`src/rtl/nlcs_pkg.sv`:
```
// package of constants shared by the no-load / sum-sign device and its host
package nlcs_pkg;
  // register addresses on the device register port (8-bit index)
  localparam logic [7:0] ADDR_IRQ_STATUS_0 = 8'h00;
  localparam logic [7:0] ADDR_IRQ_STATUS_1 = 8'h01;
  localparam logic [7:0] ADDR_IRQ_MASK_0   = 8'h02;
  localparam logic [7:0] ADDR_IRQ_MASK_1   = 8'h03;
  localparam logic [7:0] ADDR_POWER_SIGN   = 8'h04;
  localparam logic [7:0] ADDR_NOLOAD_PHASE = 8'h05;
  localparam logic [7:0] ADDR_ACT_THR      = 8'h06;
  localparam logic [7:0] ADDR_REACT_THR    = 8'h07;
  localparam logic [7:0] ADDR_APP_THR      = 8'h08;
  // status 0 sum reversal flag positions, paths 1..3
  localparam int BIT_REV_P1 = 9;
  localparam int BIT_REV_P2 = 13;
  localparam int BIT_REV_P3 = 18;
  // power sign register sum sign positions, paths 1..3
  localparam int BIT_SIGN_P1 = 3;
  localparam int BIT_SIGN_P2 = 7;
  localparam int BIT_SIGN_P3 = 8;
  // status 1 no-load flag positions
  localparam int BIT_NL_TOT  = 0;
  localparam int BIT_NL_FUND = 1;
  localparam int BIT_NL_APP  = 2;
  // no-load phase register fields (low bit of each 3-bit group)
  localparam int NLP_TOT_LSB  = 0;
  localparam int NLP_FUND_LSB = 3;
  localparam int NLP_APP_LSB  = 6;
  localparam int NLP_W        = 9;
  localparam int THR_W        = 24;
  localparam int DSP_W        = 28;
  localparam int NPH          = 3;
  localparam int NPATH        = 3;
  localparam logic [31:0] WORD_ZERO  = 32'h0000_0000;
  localparam logic [23:0] THR_RESET  = 24'h00_0000;
  // active-only variant value for the reactive threshold
  localparam logic [23:0] THR_ACTIVE_ONLY = 24'h80_0000;
  localparam logic [27:0] FULL_SCALE_POWER = 28'h1FF_6A6B;
endpackage

```
`src/rtl/nlcs_if.sv`:
```
// register port between host and device, with the two interrupt pins
`timescale 1ns/1ps
interface nlcs_if;
  logic [7:0]  addr;
  logic [31:0] wdata;
  logic        wr;
  logic        rd;
  logic [31:0] rdata;
  logic        int0_n;
  logic        int1_n;
  modport dev  (input addr, input wdata, input wr, input rd, output rdata,
                output int0_n, output int1_n);
  modport host (output addr, output wdata, output wr, output rd, input rdata,
                input int0_n, input int1_n);
endinterface

```
`src/rtl/nlcs_device.sv`:
```
// no-load detectors and pulse-path sum sign detector with status, mask and interrupt pins
//
// Local design decisions: the register offsets and the plain strobed port.
`timescale 1ns/1ps
// Overview of operation
// - check sum sign at each stage-one threshold
// - sign change sets reversal flag bits 18/13/9
// - flag set at next pulse falling edge
// - sign bits 8/7/3 update with flag
// - masked reversal flag drives pin 0 low
// - host reads sign; write-one clears flag
// - total no-load blocks total energy accumulation
// - negative active/reactive threshold disables detectors
// - thresholds read top nibble zero, sign-extend 28; code zero-fills bits 31:24
// - active-only variant: reactive threshold 0x800000
// - total flag bit0 with phase bits 2:0
// - total flag on entry/exit, mask bit0
// - fundamental no-load blocks fundamental energies
// - fundamental flag bit1, bits 5:3, irq_mask_1
// - apparent no-load, negative threshold disables
// - apparent flag bit2, bits 8:6, mask2
// - host reads phase register, write-one clears
// - software computes thresholds from full-scale power
// - flags set regardless of mask
// - pin low until all masked flags cleared
// - masks cleared at reset
module nlcs_device (
  input  wire logic                       clk_in,
  input  wire logic                       resetn_in,
  nlcs_if.dev                             bus,
  input  wire logic                       power_update_in,
  input  wire logic signed [27:0]         tot_act_in    [nlcs_pkg::NPH],
  input  wire logic signed [27:0]         tot_react_in  [nlcs_pkg::NPH],
  input  wire logic signed [27:0]         fund_act_in   [nlcs_pkg::NPH],
  input  wire logic signed [27:0]         fund_react_in [nlcs_pkg::NPH],
  input  wire logic signed [27:0]         app_in        [nlcs_pkg::NPH],
  input  wire logic [nlcs_pkg::NPATH-1:0] thr_reached_in,
  input  wire logic [nlcs_pkg::NPATH-1:0] sum_negative_in,
  input  wire logic [nlcs_pkg::NPATH-1:0] pulse_output_in,
  output logic [nlcs_pkg::NPH-1:0]        tot_acc_en_out,
  output logic [nlcs_pkg::NPH-1:0]        fund_acc_en_out,
  output logic [nlcs_pkg::NPH-1:0]        app_acc_en_out
);
  import nlcs_pkg::*;

  typedef struct packed {
    logic [31:0]       st0;
    logic [31:0]       st1;
    logic [31:0]       irq_mask_0;
    logic [31:0]       irq_mask_1;
    logic [NPATH-1:0]  sign;      // sign taken at last threshold
    logic [NPATH-1:0]  pend;      // change waiting for pulse edge
    logic [NPATH-1:0]  sign_rep;  // sign shown in power sign register
    logic [NPATH-1:0]  pulse_q;
    logic [NLP_W-1:0]  nlp;
    logic [THR_W-1:0]  act_thr;
    logic [THR_W-1:0]  react_thr;
    logic [THR_W-1:0]  app_thr;
    logic [31:0]       rdata;
    logic              int0_n;
    logic              int1_n;
    logic [NPH-1:0]    tot_en;
    logic [NPH-1:0]    fund_en;
    logic [NPH-1:0]    app_en;
  } nlcs_dev_state_t;

  nlcs_dev_state_t s_q;
  nlcs_dev_state_t s_d;

  localparam int REV_POS  [NPATH] = '{BIT_REV_P1, BIT_REV_P2, BIT_REV_P3};
  localparam int SIGN_POS [NPATH] = '{BIT_SIGN_P1, BIT_SIGN_P2, BIT_SIGN_P3};

  // used for every no-load detector and every phase
  function automatic logic at_or_below(input logic signed [27:0] p,
                                       input logic [THR_W-1:0]   thr);
    logic signed [DSP_W:0] mag;
    logic signed [DSP_W:0] lim;
    mag = (p < 0) ? -{p[27], p} : {p[27], p};
    lim = {{(DSP_W+1-THR_W){thr[THR_W-1]}}, thr};
    at_or_below = (mag <= lim);
  endfunction

  function automatic logic [31:0] thr_word(input logic [THR_W-1:0] thr);
    thr_word = {{(32-THR_W){1'b0}}, thr};
  endfunction

  ////////////////////////////////////////////////////////////////////////
  always_comb begin
    logic [NPH-1:0] nl_tot;
    logic [NPH-1:0] nl_fund;
    logic [NPH-1:0] nl_app;
    logic [31:0]    sign_word;
    logic [31:0]    phase_word;
    logic           ev_nl;
    logic           ev_fnl;
    logic           ev_anl;
    logic           clr0;
    logic           clr1;
    nl_tot   = '0;
    nl_fund  = '0;
    nl_app   = '0;
    ev_nl      = 1'b0;
    ev_fnl     = 1'b0;
    ev_anl     = 1'b0;
    sign_word  = WORD_ZERO;
    phase_word = {{(32-NLP_W){1'b0}}, s_q.nlp};
    s_d      = s_q;
    s_d.pulse_q = pulse_output_in;
    clr0 = bus.wr && (bus.addr == ADDR_IRQ_STATUS_0);
    clr1 = bus.wr && (bus.addr == ADDR_IRQ_STATUS_1);
    // write-one clear first; later sets override it so no event is lost
    if (clr0) begin
      s_d.st0 = s_q.st0 & ~bus.wdata;
    end
    if (clr1) begin
      s_d.st1 = s_q.st1 & ~bus.wdata;
    end
    for (int k = 0; k < NPATH; k++) begin
      if (thr_reached_in[k]) begin
        s_d.sign[k] = sum_negative_in[k];
        if (sum_negative_in[k] != s_q.sign[k]) begin
          s_d.pend[k] = 1'b1;
        end
      end
      if ((s_q.pend[k] || s_d.pend[k]) && s_q.pulse_q[k] && !pulse_output_in[k]) begin
        s_d.pend[k]        = 1'b0;
        s_d.st0[REV_POS[k]] = 1'b1;
        s_d.sign_rep[k]    = s_d.sign[k];
      end
    end
    for (int p = 0; p < NPH; p++) begin
      nl_tot[p]  = !s_q.act_thr[THR_W-1] && !s_q.react_thr[THR_W-1] &&
                   at_or_below(tot_act_in[p], s_q.act_thr) &&
                   at_or_below(tot_react_in[p], s_q.react_thr);
      nl_fund[p] = !s_q.act_thr[THR_W-1] && !s_q.react_thr[THR_W-1] &&
                   at_or_below(fund_act_in[p], s_q.act_thr) &&
                   at_or_below(fund_react_in[p], s_q.react_thr);
      nl_app[p]  = !s_q.app_thr[THR_W-1] &&
                   at_or_below(app_in[p], s_q.app_thr);
    end
    ev_nl  = power_update_in && (nl_tot  != s_q.nlp[NLP_TOT_LSB +: NPH]);
    ev_fnl = power_update_in && (nl_fund != s_q.nlp[NLP_FUND_LSB +: NPH]);
    ev_anl = power_update_in && (nl_app  != s_q.nlp[NLP_APP_LSB +: NPH]);
    if (ev_nl) begin
      s_d.st1[BIT_NL_TOT] = 1'b1;
      s_d.nlp[NLP_TOT_LSB +: NPH] = nl_tot;
    end
    if (ev_fnl) begin
      s_d.st1[BIT_NL_FUND] = 1'b1;
      s_d.nlp[NLP_FUND_LSB +: NPH] = nl_fund;
    end
    if (ev_anl) begin
      s_d.st1[BIT_NL_APP] = 1'b1;
      s_d.nlp[NLP_APP_LSB +: NPH] = nl_app;
    end
    if (power_update_in) begin
      s_d.tot_en  = ~nl_tot;
      s_d.fund_en = ~nl_fund;
      s_d.app_en  = ~nl_app;
    end
    if (bus.wr) begin
      case (bus.addr)
        ADDR_IRQ_MASK_0: s_d.irq_mask_0     = bus.wdata;
        ADDR_IRQ_MASK_1: s_d.irq_mask_1     = bus.wdata;
        ADDR_ACT_THR:    s_d.act_thr   = bus.wdata[THR_W-1:0];
        ADDR_REACT_THR:  s_d.react_thr = bus.wdata[THR_W-1:0];
        ADDR_APP_THR:    s_d.app_thr   = bus.wdata[THR_W-1:0];
        default:         s_d.irq_mask_0     = s_d.irq_mask_0;
      endcase
    end
    for (int k = 0; k < NPATH; k++) begin
      sign_word[SIGN_POS[k]] = s_q.sign_rep[k];
    end
    s_d.rdata = WORD_ZERO;
    if (bus.rd) begin
      case (bus.addr)
        ADDR_IRQ_STATUS_0: s_d.rdata = s_q.st0;
        ADDR_IRQ_STATUS_1: s_d.rdata = s_q.st1;
        ADDR_IRQ_MASK_0:   s_d.rdata = s_q.irq_mask_0;
        ADDR_IRQ_MASK_1:   s_d.rdata = s_q.irq_mask_1;
        ADDR_POWER_SIGN:   s_d.rdata = sign_word;
        ADDR_NOLOAD_PHASE: s_d.rdata = phase_word;
        ADDR_ACT_THR:      s_d.rdata = thr_word(s_q.act_thr);
        ADDR_REACT_THR:    s_d.rdata = thr_word(s_q.react_thr);
        ADDR_APP_THR:      s_d.rdata = thr_word(s_q.app_thr);
        default:           s_d.rdata = WORD_ZERO;
      endcase
    end
    // pins follow the next flag state so they fall with the flag
    s_d.int0_n = ~|(s_d.st0 & s_d.irq_mask_0);
    s_d.int1_n = ~|(s_d.st1 & s_d.irq_mask_1);
  end

  ////////////////////////////////////////////////////////////////////////
  always_ff @(posedge clk_in or negedge resetn_in) begin
    if (!resetn_in) begin
      s_q           <= '0;
      s_q.int0_n    <= 1'b1;
      s_q.int1_n    <= 1'b1;
      s_q.pulse_q   <= '1;
      s_q.act_thr   <= THR_RESET;
      s_q.react_thr <= THR_RESET;
      s_q.app_thr   <= THR_RESET;
      s_q.tot_en    <= '1;
      s_q.fund_en   <= '1;
      s_q.app_en    <= '1;
    end else begin
      s_q <= s_d;
    end
  end

  assign bus.rdata       = s_q.rdata;
  assign bus.int0_n      = s_q.int0_n;
  assign bus.int1_n      = s_q.int1_n;
  assign tot_acc_en_out  = s_q.tot_en;
  assign fund_acc_en_out = s_q.fund_en;
  assign app_acc_en_out  = s_q.app_en;
endmodule

```
`src/flat_wrapper.sv`:
```
// flat-port wrapper written by rule: the top's interface ports become plain ports
module nlcs_device_flat import nlcs_pkg::*;
  (clk_in, resetn_in, power_update_in, tot_act_in, tot_react_in, fund_act_in, fund_react_in, app_in, thr_reached_in, sum_negative_in, pulse_output_in, tot_acc_en_out, fund_acc_en_out, app_acc_en_out, bus_addr, bus_wdata, bus_wr, bus_rd, bus_rdata, bus_int0_n, bus_int1_n);
  nlcs_if bus_i ();
  input  wire logic clk_in;
  input  wire logic resetn_in;
  input  wire logic power_update_in;
  input  wire logic signed [27:0] tot_act_in[nlcs_pkg::NPH];
  input  wire logic signed [27:0] tot_react_in[nlcs_pkg::NPH];
  input  wire logic signed [27:0] fund_act_in[nlcs_pkg::NPH];
  input  wire logic signed [27:0] fund_react_in[nlcs_pkg::NPH];
  input  wire logic signed [27:0] app_in[nlcs_pkg::NPH];
  input  wire logic [nlcs_pkg::NPATH-1:0] thr_reached_in;
  input  wire logic [nlcs_pkg::NPATH-1:0] sum_negative_in;
  input  wire logic [nlcs_pkg::NPATH-1:0] pulse_output_in;
  output logic [nlcs_pkg::NPH-1:0] tot_acc_en_out;
  output logic [nlcs_pkg::NPH-1:0] fund_acc_en_out;
  output logic [nlcs_pkg::NPH-1:0] app_acc_en_out;
  input wire logic [$bits(bus_i.addr)-1:0] bus_addr;
  input wire logic [$bits(bus_i.wdata)-1:0] bus_wdata;
  input wire logic [$bits(bus_i.wr)-1:0] bus_wr;
  input wire logic [$bits(bus_i.rd)-1:0] bus_rd;
  output wire logic [$bits(bus_i.rdata)-1:0] bus_rdata;
  output wire logic [$bits(bus_i.int0_n)-1:0] bus_int0_n;
  output wire logic [$bits(bus_i.int1_n)-1:0] bus_int1_n;
  assign bus_i.addr = bus_addr;
  assign bus_i.wdata = bus_wdata;
  assign bus_i.wr = bus_wr;
  assign bus_i.rd = bus_rd;
  assign bus_rdata = bus_i.rdata;
  assign bus_int0_n = bus_i.int0_n;
  assign bus_int1_n = bus_i.int1_n;
  nlcs_device u_core (.clk_in(clk_in), .resetn_in(resetn_in), .bus(bus_i), .power_update_in(power_update_in), .tot_act_in(tot_act_in), .tot_react_in(tot_react_in), .fund_act_in(fund_act_in), .fund_react_in(fund_react_in), .app_in(app_in), .thr_reached_in(thr_reached_in), .sum_negative_in(sum_negative_in), .pulse_output_in(pulse_output_in), .tot_acc_en_out(tot_acc_en_out), .fund_acc_en_out(fund_acc_en_out), .app_acc_en_out(app_acc_en_out));
endmodule
```
`config.mk`:
```
export PLATFORM = sky130hd
export DESIGN_NAME = nlcs_device_flat
export DESIGN_NICKNAME = d
export VERILOG_FILES = /design/src/rtl/nlcs_pkg.sv /design/src/rtl/nlcs_if.sv /design/src/rtl/nlcs_device.sv /design/src/flat_wrapper.sv
export SDC_FILE = /design/constraint.sdc
export NUM_CORES = 1
export LEC_CHECK = 0
export BUFFER_PORTS_ARGS = -buffer_cell sky130_fd_sc_hd__buf_2
export CAP_MARGIN = 20
export CORE_UTILIZATION = 25
export DETAILED_ROUTE_END_ITERATION = 8
export RECOVER_POWER = 50
export SLEW_MARGIN = 20
export SYNTH_ARGS = -nofsm -noshare
export SYNTH_HDL_FRONTEND = slang
export SYNTH_SLANG_ARGS = --single-unit
```
`constraint.sdc`:
```
create_clock -name clk_in -period 4.9 [get_ports clk_in]
set_input_delay 0.245 -clock clk_in [delete_from_list [all_inputs] [get_ports clk_in]]
set_output_delay 0.245 -clock clk_in [all_outputs]
set_load 0.01 [all_outputs]
```
==> impl_metrics.tcl <==
set metrics [dict create \
    groute.layer.met3.usage 0.0452 \
    rrSetupSlack_ns 0.92 \
    grt_busiest_layer "met2" \
    cell_variety_after_synth 81 \
    worst_skew_pair.late_latency_ns 0.56 \
    ioPinCount 517 \
    gr-usage-met1 0.249 \
    critPathMostFrequentCell "sky130_fd_sc_hd__or4_4" \
    drt_iter0_drc 1959 \
    slew_of_the_pin_with_the_lowest_slew_margin_ns 3.88 \
    place.port_buffers 516 \
    max-clock-path-buffers 3 \
    hold_viol 0 \
    rr_worst_depth 14 \
    final_core_util 0.310 \
    min_path_type "primary input to flop" \
    worst_path_largest_cell_delay_ns 0.46 \
    dieArea_um2 117000 \
    critical_path_slowest_stage_cell "sky130_fd_sc_hd__or4_4" \
    crit_fanout 3 \
    cp_data_required_time_ns 5.40 \
    maxSlewViolCount 86 \
    synth-edff-count 0 \
    synth.top_cell.area_share 0.217 \
    period_minus_slack_ns 4.73 \
    path_delay_family "simple AND/OR/NAND/NOR gates" \
    numClockSinks 264 \
    finalNonFillerCells 5452 \
    finalWirelength_mm 119 \
    chipWidth_um 342 \
    top_achievable_clock_speed_mhz 212 \
    groute.layer.met2.usage 0.325 \
    worstSetupStartpointType "primary input" \
    post-synth-top-count-cell "sky130_fd_sc_hd__ha_1" \
    syn_area_per_cell_um2 8.89 \
    max-vdd-ir-drop_uv 274 \
    worst_r2r_endpoint "u_core.bus.int1_n" \
    total_power_mw 7.04 \
    hold_path.startpoint "bus_wdata[14]" \
    postSynthCellCount 3246 \
    timing.setup.tns_ns 0 \
    half_perimeter_wire_length_of_the_detailed_placement_result_mm 96.1 \
    synth.cells.most_frequent "450 x sky130_fd_sc_hd__ha_1, 371 x sky130_fd_sc_hd__xnor2_1, 288 x sky130_fd_sc_hd__nand2_1, 250 x sky130_fd_sc_hd__dfrtp_1, 188 x sky130_fd_sc_hd__o21ai_0" \
    cts.reportedPaths.clkPinSlew_ns 0.06 \
    cap_viol_max_count 1 \
    gp_congestion 0.885 \
    critical_path.n_buffers_inverters 1 \
    fin_crit_sh 0.965 \
    min_path_cells 2 \
    area_growth_pct 22.8 \
    grt_antenna_before_repair 72 \
    remaining_drc_errors 0 \
    maximum_number_of_pins_on_one_net_before_global_route_repair 124 \
    final_cell_area_um2 35500 \
    clock_tree.root_cell "sky130_fd_sc_hd__clkbuf_16" \
    grt_use_total 0.196 \
    via_count 28225 \
    static-leakage-power_nw 14.9 \
    detail_route.wl_per_cell_um 21.9 \
    ys_seq_elements 264 \
    crit_cells 22 \
    grt_pass1_vias 27289 \
    clock_tree.htree_level_count 1 \
    hold-path-endpoint "u_core.s_q[214]" \
    clock_tree_from_tritoncts "built" \
    nNetsFinal 4806 \
    row_count 124 \
    setup-violations-final 0 \
    critical_path_class "primary input to flop" \
    worst-endpoint-arrival_ns 5.22 \
    grt_first_pass_wirelength_mm 172 \
    place.detailed.instances 5342 \
    setup.worst_path.start "fund_react_in[28]" \
    part_of_the_yosys_area_used_for_sequential_elements 0.229 \
    die-height_um 342 \
    drive_above_1_share 0.231 \
    timing.slew.headroom -1.58 \
    detailed_place.area_um2 34200 \
    ys_async_sr_fraction 1.00 \
    synth_largest_area_cell "sky130_fd_sc_hd__dfrtp_1" \
    synth.cell_area_um2 28900 \
    finalClockSkew_ns 0.0197 \
    failed_checks "capacitance limit, slew limit" \
    run_status "finished, violations left" \
    detail_route.first_pass.iterations 5 \
    power-per-cell-area_nw_per_um2 199 \
    grt.overflow.total 0 \
    ys.warnings.count 0 \
    postRouteAntennaNets 0 \
    start_util 0.253 \
    synth_top_flop_cell "sky130_fd_sc_hd__dfrtp_1" \
    critical_path.reg2reg.startpoint "u_core.s_q[90]" \
    number_of_buffers_created_by_cts 28 \
    worstPathCellList "buf_2 > nor3_1 > nand2_1 > or2_2 > nand2b_1 > or4_4 > nand2b_4 > nor3_4 > nand2_2 > o31ai_4 > xnor2_2 > ha_1 > nand4_1 > or3_4 > or4_4 > a31oi_4 > nor4_1 > mux2i_2 > o32ai_1 > nand4b_1 > a311oi_2 > o211a_1" \
    route.detailed.vias_per_inst 5.18 \
    cp-end-kind "flop" \
    placeable_area_um2 114000 \
    synth.area.top_cells "sky130_fd_sc_hd__dfrtp_1 22%, sky130_fd_sc_hd__ha_1 20%, sky130_fd_sc_hd__xnor2_1 11%" \
]
-- cell usage in the layout (no fill, tap or decap), types with 17 or more instances in the layout --
cell and n:
sky130_fd_sc_hd__nand3_1 62, sky130_fd_sc_hd__o41ai_1 52, sky130_fd_sc_hd__nor2_1 77, sky130_fd_sc_hd__o31ai_1 99, sky130_fd_sc_hd__dlygate4sd3_1 18, sky130_fd_sc_hd__buf_4 188, sky130_fd_sc_hd__a222oi_1 24, sky130_fd_sc_hd__o21ai_0 187
sky130_fd_sc_hd__clkbuf_1 56, sky130_fd_sc_hd__diode_2 36, sky130_fd_sc_hd__nand2_1 288, sky130_fd_sc_hd__xor2_1 17, sky130_fd_sc_hd__or3_1 53, sky130_fd_sc_hd__a21o_1 53, sky130_fd_sc_hd__inv_1 127, sky130_fd_sc_hd__buf_2 468
sky130_fd_sc_hd__a22oi_1 84, sky130_fd_sc_hd__nor3_1 43, sky130_fd_sc_hd__mux2_2 138, sky130_fd_sc_hd__xnor2_1 370, sky130_fd_sc_hd__nand4_1 78, sky130_fd_sc_hd__ha_1 450, sky130_fd_sc_hd__nand2b_1 45, sky130_fd_sc_hd__dfrtp_1 250
sky130_fd_sc_hd__a211oi_1 19, sky130_fd_sc_hd__or4_1 55, sky130_fd_sc_hd__a21oi_1 181, sky130_fd_sc_hd__clkbuf_16 28, sky130_fd_sc_hd__nor4_1 40, sky130_fd_sc_hd__a21boi_0 64, sky130_fd_sc_hd__a31oi_1 22
-- timing repair --
action / in CTS / in global routing
cloned: 0 / 0
buffers inserted: 1 / 3
hold endpoints to repair: 101 / 0
hold buffers: 18 / 0
resized for setup: 2 / 17
pin swaps: 0 / 10
setup endpoints to repair: 1 / 2
-- per-layer routing --
| layer | share of wire | vias up |
|---|---|---|
| met3 | 0.076 | 196 |
| met1 | 0.42 | 13534 |
| met4 | 0.032 | 44 |
| met2 | 0.47 | 896 |
| li1 | - | 13555 |
| met5 | 0.0022 | - |
-- state kept, by name (all words and copies together), names as in the netlist --
| name | count |
|---|---|
| u_core.s_q | 221 |
| u_core.bus.rdata | 32 |
| u_core.app_acc_en_out | 3 |
| u_core.fund_acc_en_out | 3 |
| u_core.tot_acc_en_out | 3 |
| u_core.bus.int0_n | 1 |
| u_core.bus.int1_n | 1 |
-- logic make-up (layout without fill, tap and decap cells) --
| group | count (synthesis) | count (layout) | synth area share |
|---|---|---|---|
| AO/OA/AOI/OAI | 875 | 875 | 0.203 |
| adder cells (fa/ha/maj) | 450 | 450 | 0.195 |
| flip-flops | 264 | 264 | 0.229 |
| buffers and inverters | 263 | 907 | 0.0403 |
| XOR/XNOR | 388 | 388 | 0.118 |
| other | 1 | 51 | 0.000130 |
| multiplexers | 150 | 150 | 0.0583 |
| AND/OR/NAND/NOR | 855 | 855 | 0.157 |
-- per-stage QoR --
stage	hold WS, ns	setup WS, ns
after global placement	0.277	-0.706
after global routing	0.0421	-0.00266
final	0.0229	0.173
after floorplan	-0.0506	0.243
after CTS	0.0135	0.0438
after detailed placement	0.277	-0.706
-- report_power, final --
part           internal (mW)  switching, mW  total (mW)  leakage (nW)
Combinational           1.10           1.44        2.54          10.9
Clock                   1.26          0.884        2.14         0.458
Sequential              2.28         0.0847        2.37          3.55
Total                   4.64           2.41        7.04          14.9
-- worst max-delay path by stage --
stage / end / slack, ns
CTS: u_core.bus.int1_n / 0.04
global placement: u_core.bus.int1_n / -0.71
detailed placement: u_core.bus.int1_n / -0.71
global route: u_core.bus.int1_n / -0.003
finish: u_core.bus.int1_n / 0.17
floorplan: u_core.bus.int1_n / 0.24
-- layout make-up --
class / instances / area [µm²]
clock buffer: 45 / 865
multi-input combinational: 2733 / 21200
sequential: 264 / 6620
tap: 1512 / 1890
fill: 11981 / 78900
timing repair buffer: 726 / 4170
inverter: 129 / 484
clock inverter: 7 / 76.3
antenna: 36 / 90.1
Note: power is estimated with default switching activity, not from simulation.
